--- config.mk ---
export PLATFORM = sky130hd
export DESIGN_NAME = cpu_interrupt_flag_control
export DESIGN_NICKNAME = d
export VERILOG_FILES = /design/src/common/intflag_pkg.sv /design/src/design/cpu_interrupt_flag_control.sv
export SDC_FILE = /design/constraint.sdc
export NUM_CORES = 1
export LEC_CHECK = 0
export ABC_AREA = 1
export ABC_CLOCK_PERIOD_IN_PS = 1600
export BUFFER_PORTS_ARGS = -buffer_cell sky130_fd_sc_hd__buf_2
export CAP_MARGIN = 0
export CORE_MARGIN = 5
export CORE_UTILIZATION = 43
export CTS_BUF_LIST = sky130_fd_sc_hd__clkbuf_16
export DETAILED_ROUTE_END_ITERATION = 8
export GPL_ROUTABILITY_DRIVEN = 1
export GPL_TIMING_DRIVEN = 0
export PLACE_DENSITY = 0.83
export SYNTH_ARGS = -nofsm -noshare
export SYNTH_HDL_FRONTEND = slang
export SYNTH_SLANG_ARGS = --single-unit
--- constraint.sdc ---
create_clock -name mclk_i -period 1.6 [get_ports mclk_i]
set_input_delay 0.48 -clock mclk_i [delete_from_list [all_inputs] [get_ports mclk_i]]
set_output_delay 0.48 -clock mclk_i [all_outputs]
set_load 0.03 [all_outputs]
--- src/common/intflag_pkg.sv ---
// Package with constants and carrier types for the interrupt flag control block.
package intflag_pkg;
  localparam int PRIO_W = 3;
  localparam int ADDR_W = 4;
  localparam int DATA_W = 16;
  localparam logic [ADDR_W-1:0] FLAG_OFFSET = 4'h0;
  localparam logic [ADDR_W-1:0] STATUS_OFFSET = 4'h1;
  // Bit positions inside the flag word.
  localparam int GATE_BIT = 6;
  localparam int STACK_BIT = 7;
  localparam int PRIO_LSB = 12;
  localparam int RSVD_BIT = 15;
  localparam logic GATE_RESET = 1'h0;
  localparam logic STACK_RESET = 1'h0;
  localparam logic [PRIO_W-1:0] PRIO_RESET = 3'h0;
  localparam logic RSVD_RESET = 1'h0;
  localparam logic POWER_OFF_RESET = 1'h0;
  localparam logic [5:0] TRAP_KERNEL_MAX = 6'h1F;

  typedef struct packed {
    logic valid;
    logic [PRIO_W-1:0] prio;
  } irq_req_t;

  typedef struct packed {
    logic valid;
    logic [5:0] number;
  } trap_req_t;

  typedef enum logic [1:0] {
    ST_ON = 2'h0,
    ST_OFF = 2'h1,
    ST_WAKE = 2'h3
  } power_state_t;
endpackage : intflag_pkg

--- src/design/cpu_interrupt_flag_control.sv ---
// Interrupt gate, stack choice and priority level flags of a small CPU core.
// Functional notes
// - Maskable interrupts blocked while gate flag is 0, allowed while it is 1.
// - Acknowledging any interrupt clears the gate flag to 0.
// - Stack choice 0 selects kernel stack pointer, 1 selects user stack pointer.
// - Hardware interrupt acknowledge or trap numbers 0 to 31 clear stack choice.
// - Priority level field is 3 bits, levels 0 to 7.
// - A request is enabled only if its priority exceeds the current level.
// - Reserved flag bit should be written 0; its read value is undefined.
// - Low level on the reset input puts the block in reset.
// - Wake pin ends power-off mode; tie it low when unused.
//
// The implementer's own choices: the address-and-strobe port and the address map.
`timescale 1ns/1ps
module cpu_interrupt_flag_control (
  input wire logic mclk_i,
  input wire logic rst_b_i,
  input wire logic [intflag_pkg::ADDR_W-1:0] addr_i,
  input wire logic [intflag_pkg::DATA_W-1:0] wdata_i,
  input wire logic wr_i,
  input wire logic rd_i,
  output logic [intflag_pkg::DATA_W-1:0] rdata_o,
  input wire intflag_pkg::irq_req_t irq_i,
  input wire logic irq_ack_i,
  input wire logic irq_ack_hw_i,
  input wire intflag_pkg::trap_req_t trap_i,
  input wire logic power_off_req_i,
  input wire logic power_off_wake_pin_i,
  output logic irq_take_o,
  output logic user_stack_sel_o,
  output logic [intflag_pkg::PRIO_W-1:0] processor_priority_level_o,
  output logic power_off_o
);
  import intflag_pkg::*;

  logic gate;
  logic next_gate;
  logic stack_sel;
  logic next_stack_sel;
  logic [PRIO_W-1:0] prio_lvl;
  logic [PRIO_W-1:0] next_prio_lvl;
  logic rsvd;
  logic next_rsvd;
  logic irq_take;
  logic next_irq_take;
  logic [DATA_W-1:0] rdata;
  logic [DATA_W-1:0] next_rdata;
  power_state_t pstate;
  power_state_t next_pstate;
  // Registered copy of the power-off state so that the output comes from a flip-flop.
  logic power_off;
  logic next_power_off;
  logic flag_wr;
  logic kernel_trap;

  function automatic logic accept(input logic g, input logic [PRIO_W-1:0] lvl,
                                  input irq_req_t r);
    accept = r.valid && g && (r.prio > lvl);
  endfunction : accept

  function automatic logic [DATA_W-1:0] flag_word(input logic g, input logic s,
                                                  input logic [PRIO_W-1:0] lvl,
                                                  input logic r);
    logic [DATA_W-1:0] w;
    w = '0;
    w[GATE_BIT] = g;
    w[STACK_BIT] = s;
    w[PRIO_LSB +: PRIO_W] = lvl;
    w[RSVD_BIT] = r;
    flag_word = w;
  endfunction : flag_word

  assign flag_wr = wr_i && (addr_i == FLAG_OFFSET);
  assign kernel_trap = trap_i.valid && (trap_i.number <= TRAP_KERNEL_MAX);

  // Acknowledge wins over a software write in the same cycle, so the
  // hardware entry into a handler always lands with interrupts closed.
  always_comb begin
    next_gate = gate;
    next_stack_sel = stack_sel;
    next_prio_lvl = prio_lvl;
    next_rsvd = rsvd;
    if (flag_wr) begin
      next_gate = wdata_i[GATE_BIT];
      next_stack_sel = wdata_i[STACK_BIT];
      next_prio_lvl = wdata_i[PRIO_LSB +: PRIO_W];
      next_rsvd = wdata_i[RSVD_BIT];
    end
    if (irq_ack_i) begin
      next_gate = 1'h0;
    end
    if ((irq_ack_i && irq_ack_hw_i) || kernel_trap) begin
      next_stack_sel = 1'h0;
    end
  end

  always_comb begin
    next_irq_take = accept(gate, prio_lvl, irq_i) && !irq_ack_i && (pstate == ST_ON);
    next_rdata = '0;
    if (rd_i && addr_i == FLAG_OFFSET) begin
      next_rdata = flag_word(gate, stack_sel, prio_lvl, rsvd);
    end else if (rd_i && addr_i == STATUS_OFFSET) begin
      next_rdata = {{(DATA_W-2){1'b0}}, pstate};
    end
  end

  // The wake pin is sampled as a plain level; a pin tied low never wakes.
  always_comb begin
    next_pstate = pstate;
    unique case (pstate)
      ST_ON: if (power_off_req_i) next_pstate = ST_OFF;
      ST_OFF: if (power_off_wake_pin_i) next_pstate = ST_WAKE;
      ST_WAKE: next_pstate = ST_ON;
      default: next_pstate = ST_ON;
    endcase
    next_power_off = (next_pstate != ST_ON);
  end

  always_ff @(posedge mclk_i or negedge rst_b_i) begin
    if (!rst_b_i) begin
      gate <= GATE_RESET;
      stack_sel <= STACK_RESET;
      prio_lvl <= PRIO_RESET;
      rsvd <= RSVD_RESET;
      irq_take <= 1'h0;
      rdata <= '0;
      pstate <= ST_ON;
      power_off <= POWER_OFF_RESET;
    end else begin
      gate <= next_gate;
      stack_sel <= next_stack_sel;
      prio_lvl <= next_prio_lvl;
      rsvd <= next_rsvd;
      irq_take <= next_irq_take;
      rdata <= next_rdata;
      pstate <= next_pstate;
      power_off <= next_power_off;
    end
  end

  assign rdata_o = rdata;
  assign irq_take_o = irq_take;
  assign user_stack_sel_o = stack_sel;
  assign processor_priority_level_o = prio_lvl;
  assign power_off_o = power_off;
endmodule : cpu_interrupt_flag_control

==> results of run 1 <==
[kinds of logic (layout without fill, tap and decap cells)]
group	Yosys count	in the layout	share of synthesized area (%)
AOI/OAI and AO/OA	5	5	4.603
adders and majority gates	3	3	4.317
DFF	18	18	51.80
and+or+nand+nor	45	45	22.88
other	1	8	0.4312
buffers and inverters	27	68	15.97
[stage by stage]
stage	setup WS, ns	cell area [µm²]
after floorplan	0.3383	895.9
after global placement	0.3283	1115
after detailed placement	0.2991	1115
after CTS	0.2660	1194
after global routing	0.2404	1194
final	0.2690	1194
[flip-flops by register name, summed over array words and instances, names as in the netlist]
name,cells
power_off_o,1
rsvd,1
user_stack_sel_o,1
rdata_o,8
irq_take_o,1
pstate,2
processor_priority_level_o,3
gate,1
[area by class of cell]
type | instances | area (µm²) | area share (%)
Timing Repair Buffer | 37 | 185.2 | 15.51
Clock buffer | 3 | 75.07 | 6.289
Multi-Input combinational cell | 61 | 306.5 | 25.68
Inverter | 18 | 67.56 | 5.660
Clock inverter | 1 | 3.754 | 0.3145
Sequential cell | 18 | 450.4 | 37.74
Tap cell | 27 | 33.78 | 2.830
Buffer | 9 | 71.32 | 5.975
[final timing paths]
kind                                                from                       endpoint  slack [ns]  cells after the start
max in group asynchronous                        rst_b_i                    rdata_o[13]        1.18                      1
setup reg to reg           processor_priority_level_o[2]                     irq_take_o        0.42                      6
min in group mclk_i                 power_off_wake_pin_i                      pstate[1]        0.46                      3
hold reg to reg                                     rsvd                           rsvd        0.49                      2
hold / removal                                   rst_b_i                      pstate[0]        0.15                      1
setup / recovery           processor_priority_level_o[0]  processor_priority_level_o[0]        0.27                      1
[layout by cell type, fill, tap and decap left out]
master	instances
dfrtp_1	18
nand3_2	3
nand2_1	17
clkbuf_16	3
nand3_1	4
buf_6	1
clkinv_1	1
buf_2	37
nor2_1	18
inv_1	18
buf_4	8
nor2_2	2
o21ai_2	4
o21ai_0	1
ha_1	3
conb_1	8
nor3_1	1
[where the power goes]
group	switching, mW	internal [mW]	total, mW
clock	0.157	0.332	0.489
sequential	0.0315	0.500	0.531
combinational	0.188	0.104	0.292
[metal layers]
metal | GRT usage (%) | share of wire, % | vias to the layer above
met2 | 27.17 | 52 | 32
met3 | 2.681 | 8.5 | 2
met4 | 6.073 | 0.55 | 0
met5 | 0 | 0 | -
li1 | - | - | 377
met1 | 13.39 | 39 | 312
==> flow_summary.json, run 1 <==
{
  "antenna_found_initial": 0,
  "seq_area_frac_synth_pct": 51.80,
  "gp_congestion": 0.7640,
  "dp_cells": 170,
  "synth_top_cells_by_area": "dfrtp_1 52%, inv_1 7.8%, nor2_1 7.8%, nand2_1 7.3%, buf_4 6.9%",
  "finalWirelength_um": 1810,
  "clock.fmax_mhz": 751.3,
  "fin_cells": 174,
  "cts_resized": 0,
  "grt_pass1_vias": 753,
  "cp.required_ns": 1.12,
  "power.density_nw_per_um2": 1099,
  "postCtsSetupRepairBufs": 0,
  "cts_buffers": 3,
  "viasPerCell": 4.155,
  "start_kind": "register",
  "power_mw": 1.312,
  "grt_setup_unrepaired": "no",
  "synth_warnings": 0,
  "hp-class": "in -> async",
  "crit_family": "flip-flops",
  "cts_root_buf": "clkbuf_16",
  "first_iter_violations": 10,
  "cts_buffer_depth": 2,
  "end_kind": "output pin",
  "grt_overflow": 0,
  "outcome": "finished clean",
  "dpl.hpwl_um": 1426,
  "clk_pin_slew_ns": 0.05,
  "synth_top_area_share_pct": 51.80,
  "drc": 0,
  "initial_core_util_pct": 44.78,
  "finalCritPeriodShare_pct": 83.19,
  "grt_pass1_wl_um": 2960,
  "final_nets": 190,
  "async_flop_share_pct": 100.0,
  "grt_use_total_pct": 13.70,
  "hold_viol_final": 0,
  "coreArea_um2": 1942,
  "insertion_delay_ns": 0.24,
  "wl_per_cell_um": 10.40,
  "vdd_drop_max_v": 0.0005761,
  "synth_cell_types": 14,
  "io_pins": 61,
  "cts_tree": "built",
  "dr_total_vias": 723,
  "max_stage_delay_ns": 0.39,
  "tns_ns": 0,
  "critPathArrivalTime_ns": 0.85,
  "synth_cells": 99,
  "fillers": 182,
  "antennaDiodeCount": 0,
  "port_buffers": 37,
  "grt_start_max_net_pins": 19,
  "final_layout_size_suffix_gt1_share_pct": 39.46,
  "slowest_stage": "dfrtp_1",
  "fp-row-count": 16,
  "leakage_nw": 0.7233,
  "crit_path_cell_trace": "buf_2",
  "clock-sinks": 18,
  "synth-edff-count": 0,
  "cts_hold_buffers": 0,
  "syn2layout_area_growth_pct": 37.27,
  "ys_ff_latch": 18,
  "synth_common_cells": "18 x dfrtp_1, 18 x inv_1, 18 x nor2_1",
  "die_x_um": 54.97,
  "critPathMaxFanout": 4,
  "maxSlewViolCount": 0,
  "final_util_pct": 61.47,
  "crit_buf_inv": 1,
  "skew_ns": 0.0008922,
  "setup_violations": 0,
  "netlist_area_um2": 869.6,
  "synth_ff_type": "dfrtp_1",
  "antenna_left": 0,
  "crit_type": "reg -> out",
  "whs_ns": 0.1525,
  "dieArea_um2": 3022,
  "synth_top_area_cell": "dfrtp_1",
  "fin_crit_ns": 1.331,
  "die_y_um": 54.97,
  "drv_cap": 0,
  "syn_avg_cell_area_um2": 8.784,
  "htreeDepth": 1,
  "dr.pass1.iters": 4
}
(Power assumes the default switching activity.)
==> run 2: changes to the inputs <==
- ABC_AREA: 1 -> 0
- ABC_CLOCK_PERIOD_IN_PS: 1600 -> 1350
- CORE_UTILIZATION: 43 -> 39
- PLACE_DENSITY: 0.83 -> 0.78
- clock period: 1.6 -> 1.35 ns (I/O delays scaled with it)
==> run 2 against run 1 <==
  * Cell count fell by 16%
  * Clock skew is 0.0014 ns higher
  * Global-route usage down 1.3 points
  * Sequential cell count stayed put
  * Clock power increased by 18%
  * Final area is 3.6% lower
  * Routed wire length fell by 4.8%
  * Combinational power up 5%
  * Utilization down 3.4 points
  * Worst setup slack worse by 0.18 ns
  * Total power rose by 15%
==> flow_summary.json, run 2 <==
{
  "yosysMostFrequentCell": "dfrtp_1",
  "finalCritPeriodShare_pct": 93.22,
  "seq_area_frac_synth_pct": 54.46,
  "synth_warnings": 0,
  "whs_ns": 0.07091,
  "hold_viol_final": 0,
  "first_iter_violations": 5,
  "critPathMaxFanout": 6,
  "multi_input_area_um2": 316.6,
  "gp_congestion": 0.7407,
  "combinationalPowerShare_pct": 20.3,
  "final_nets": 163,
  "initial_core_util_pct": 41.73,
  "slowest_stage": "nor4_4",
  "crit_path_cell_trace": "buf_2, nor4_4, and2_4, mux2_4",
  "fin_crit_ns": 1.258,
  "synth_cell_types": 20,
  "synth_cells": 73,
  "maxSlewViolCount": 0,
  "rr_worst_depth": 5,
  "cts_root_buf": "clkbuf_16",
  "grt_pass1_vias": 689,
  "antenna_found_initial": 0,
  "critPathArrivalTime_ns": 1.39,
  "max_stage_delay_ns": 0.31,
  "drc": 0,
  "pre_cts_ws_ns": -0.2193,
  "clock-sinks": 18,
  "hp-class": "in -> async",
  "syn_avg_cell_area_um2": 11.33,
  "grt_use_total_pct": 12.42,
  "final_cell_mix": "37 x buf_2, 18 x dfrtp_1, 8 x buf_4, 8 x conb_1, 7 x inv_1",
  "synth_common_cells": "18 x dfrtp_1, 8 x buf_4, 7 x and2_1, 7 x inv_1",
  "largest_reg_flops": 8,
  "grt_start_max_net_pins": 19,
  "crit_family": "simple AND/OR/NAND/NOR gates",
  "dr.pass1.iters": 5,
  "wl_per_cell_um": 11.73,
  "synth_top_area_share_pct": 54.46,
  "synth_top_area_cell": "dfrtp_1",
  "final_common_cell": "buf_2",
  "coreArea_um2": 1982,
  "dieArea_um2": 3142,
  "die_x_um": 56.05,
  "cts_buffers": 3,
  "htreeDepth": 1,
  "clk_pin_slew_ns": 0.05,
  "cts_buffer_depth": 2,
  "synth-edff-count": 0,
  "regArea_um2": 450.4,
  "skew_ns": 0.002272,
  "cp-endpoint": "processor_priority_level_o[0]",
  "cts_tree": "built",
  "synth_ff_type": "dfrtp_1",
  "setup_violations": 0,
  "port_buffers": 37,
  "power.density_nw_per_um2": 1311,
  "outcome": "finished clean",
  "crit_type": "in -> reg",
  "fillers": 171,
  "dr_total_vias": 632,
  "antennaDiodeCount": 0,
  "drv_cap": 0,
  "crit_path_start": "addr_i[2]",
  "finalWirelength_um": 1724,
  "pwr-share-clk_pct": 38.1,
  "leakage_nw": 0.6501,
  "grt_pass1_wl_um": 3001,
  "crit_cells": 4,
  "die_y_um": 56.05,
  "ys_ff_latch": 18,
  "end_kind": "register",
  "power_switching_share_pct": 26.87,
  "setup_ws_ns": 0.09154,
  "dpl.hpwl_um": 1410,
  "start_kind": "primary input",
  "cp.required_ns": 1.48,
  "fin_area_um2": 1151,
  "vdd_drop_max_v": 0.0006800,
  "crit_buf_inv": 1,
  "syn2layout_area_growth_pct": 39.18,
  "internal_power_mw": 1.103,
  "io_pins": 61,
  "placed_cell_area_um2": 1081,
  "fp-row-count": 16,
  "p_sw_mw": 0.4054,
  "viasPerCell": 4.299,
  "seqPwrFrac_pct": 41.6,
  "grt_setup_unrepaired": "no",
  "netlist_area_um2": 827.0,
  "rrSetupSlack_ns": 0.17,
  "synth_top_cells_by_area": "dfrtp_1 54%, buf_4 7.3%, and2_1 5.3%, ha_1 4.5%, mux2_4 3.6%",
  "final_layout_size_suffix_gt1_share_pct": 45.83,
  "antenna_left": 0,
  "async_flop_share_pct": 100.0,
  "clock.fmax_mhz": 794.6,
  "r2r_end": "irq_take_o",
  "insertion_delay_ns": 0.25,
  "grt_overflow": 0,
  "postCtsSetupRepairBufs": 0,
  "regToRegStartpoint": "processor_priority_level_o[1]"
}
[run 2: cell count changes after synthesis, moves of 2 or more]
cell | previous run | this run
and2_1 | 0 | 7
and3_2 | 0 | 2
inv_1 | 18 | 7
mux2_4 | 0 | 2
mux2i_1 | 0 | 2
nand2_1 | 17 | 3
nand3_2 | 3 | 0
nor2_1 | 18 | 4
nor2_2 | 2 | 0
nor4b_1 | 0 | 2
o21ai_0 | 1 | 3
o21ai_2 | 4 | 0
o221ai_1 | 0 | 2
[run 2: cells by family (layout without fill, tap and decap cells)]
family	count (synthesis)	count (layout)	share of synthesized area [%]
simple gates	25	25	18.15
fa+ha+maj	3	3	4.539
buf+inv	16	56	11.80
mux	4	4	6.052
other cells	1	8	0.4534
flops	18	18	54.46
compound gates	6	6	4.538
[run 2: per-stage QoR]
step / TNS (ns) / instances / power [mW] / util, %
finish: 0 / 147 / 1.509 / 58.08
CTS: 0 / 148 / 1.528 / 58.52
floorplan: -0.05207 / 80 / 0.8330 / -
detailed placement: -0.7439 / 144 / 0.9424 / 54.55
global route: 0 / 147 / 1.605 / 58.08
global placement: -0.6831 / 144 / 0.9314 / 54.55
[run 2: final cells by class]
cell class | instances | area share, %
Clock buffer | 3 | 6.522
Sequential cell | 18 | 39.13
Multi-Input combinational cell | 46 | 27.50
Inverter | 7 | 2.283
Clock inverter | 1 | 0.3261
Tap cell | 27 | 2.935
Timing Repair Buffer | 37 | 16.09
Buffer | 8 | 5.217
[run 2: worst min path at each step]
stage | from | endpoint | cells past startpoint
floorplan | rst_b_i | gate | 0
global placement | rst_b_i | rsvd | 1
detailed placement | rst_b_i | rdata_o[7] | 1
CTS | rst_b_i | rdata_o[7] | 1
global route | rst_b_i | rdata_o[7] | 1
finish | rst_b_i | rdata_o[7] | 1
[run 2: layer usage]
layer  vias to the layer above  wire [µm]  GRT usage, %
met2                        32        789         18.36
met5                         -          0             0
met3                         5        201         4.872
met1                       277        674         14.37
met4                         0         58         9.153
li1                        318          -             -
[run 2: power by group through the flow]
stage          clock network (mW)  registers, mW  logic (mW)
6_report                    0.575          0.628       0.306
5_1_grt                     0.627          0.635       0.344
4_1_cts                     0.592          0.629       0.307
3_5_place_dp                    0          0.636       0.306
3_3_place_gp                    0          0.633       0.298
2_1_floorplan                   0          0.692       0.141
[run 2: repair_timing]
action                                  CTS  global route
gates resized for setup                   0             2
hold buffers                              0             0
endpoints found under the setup margin    0             3
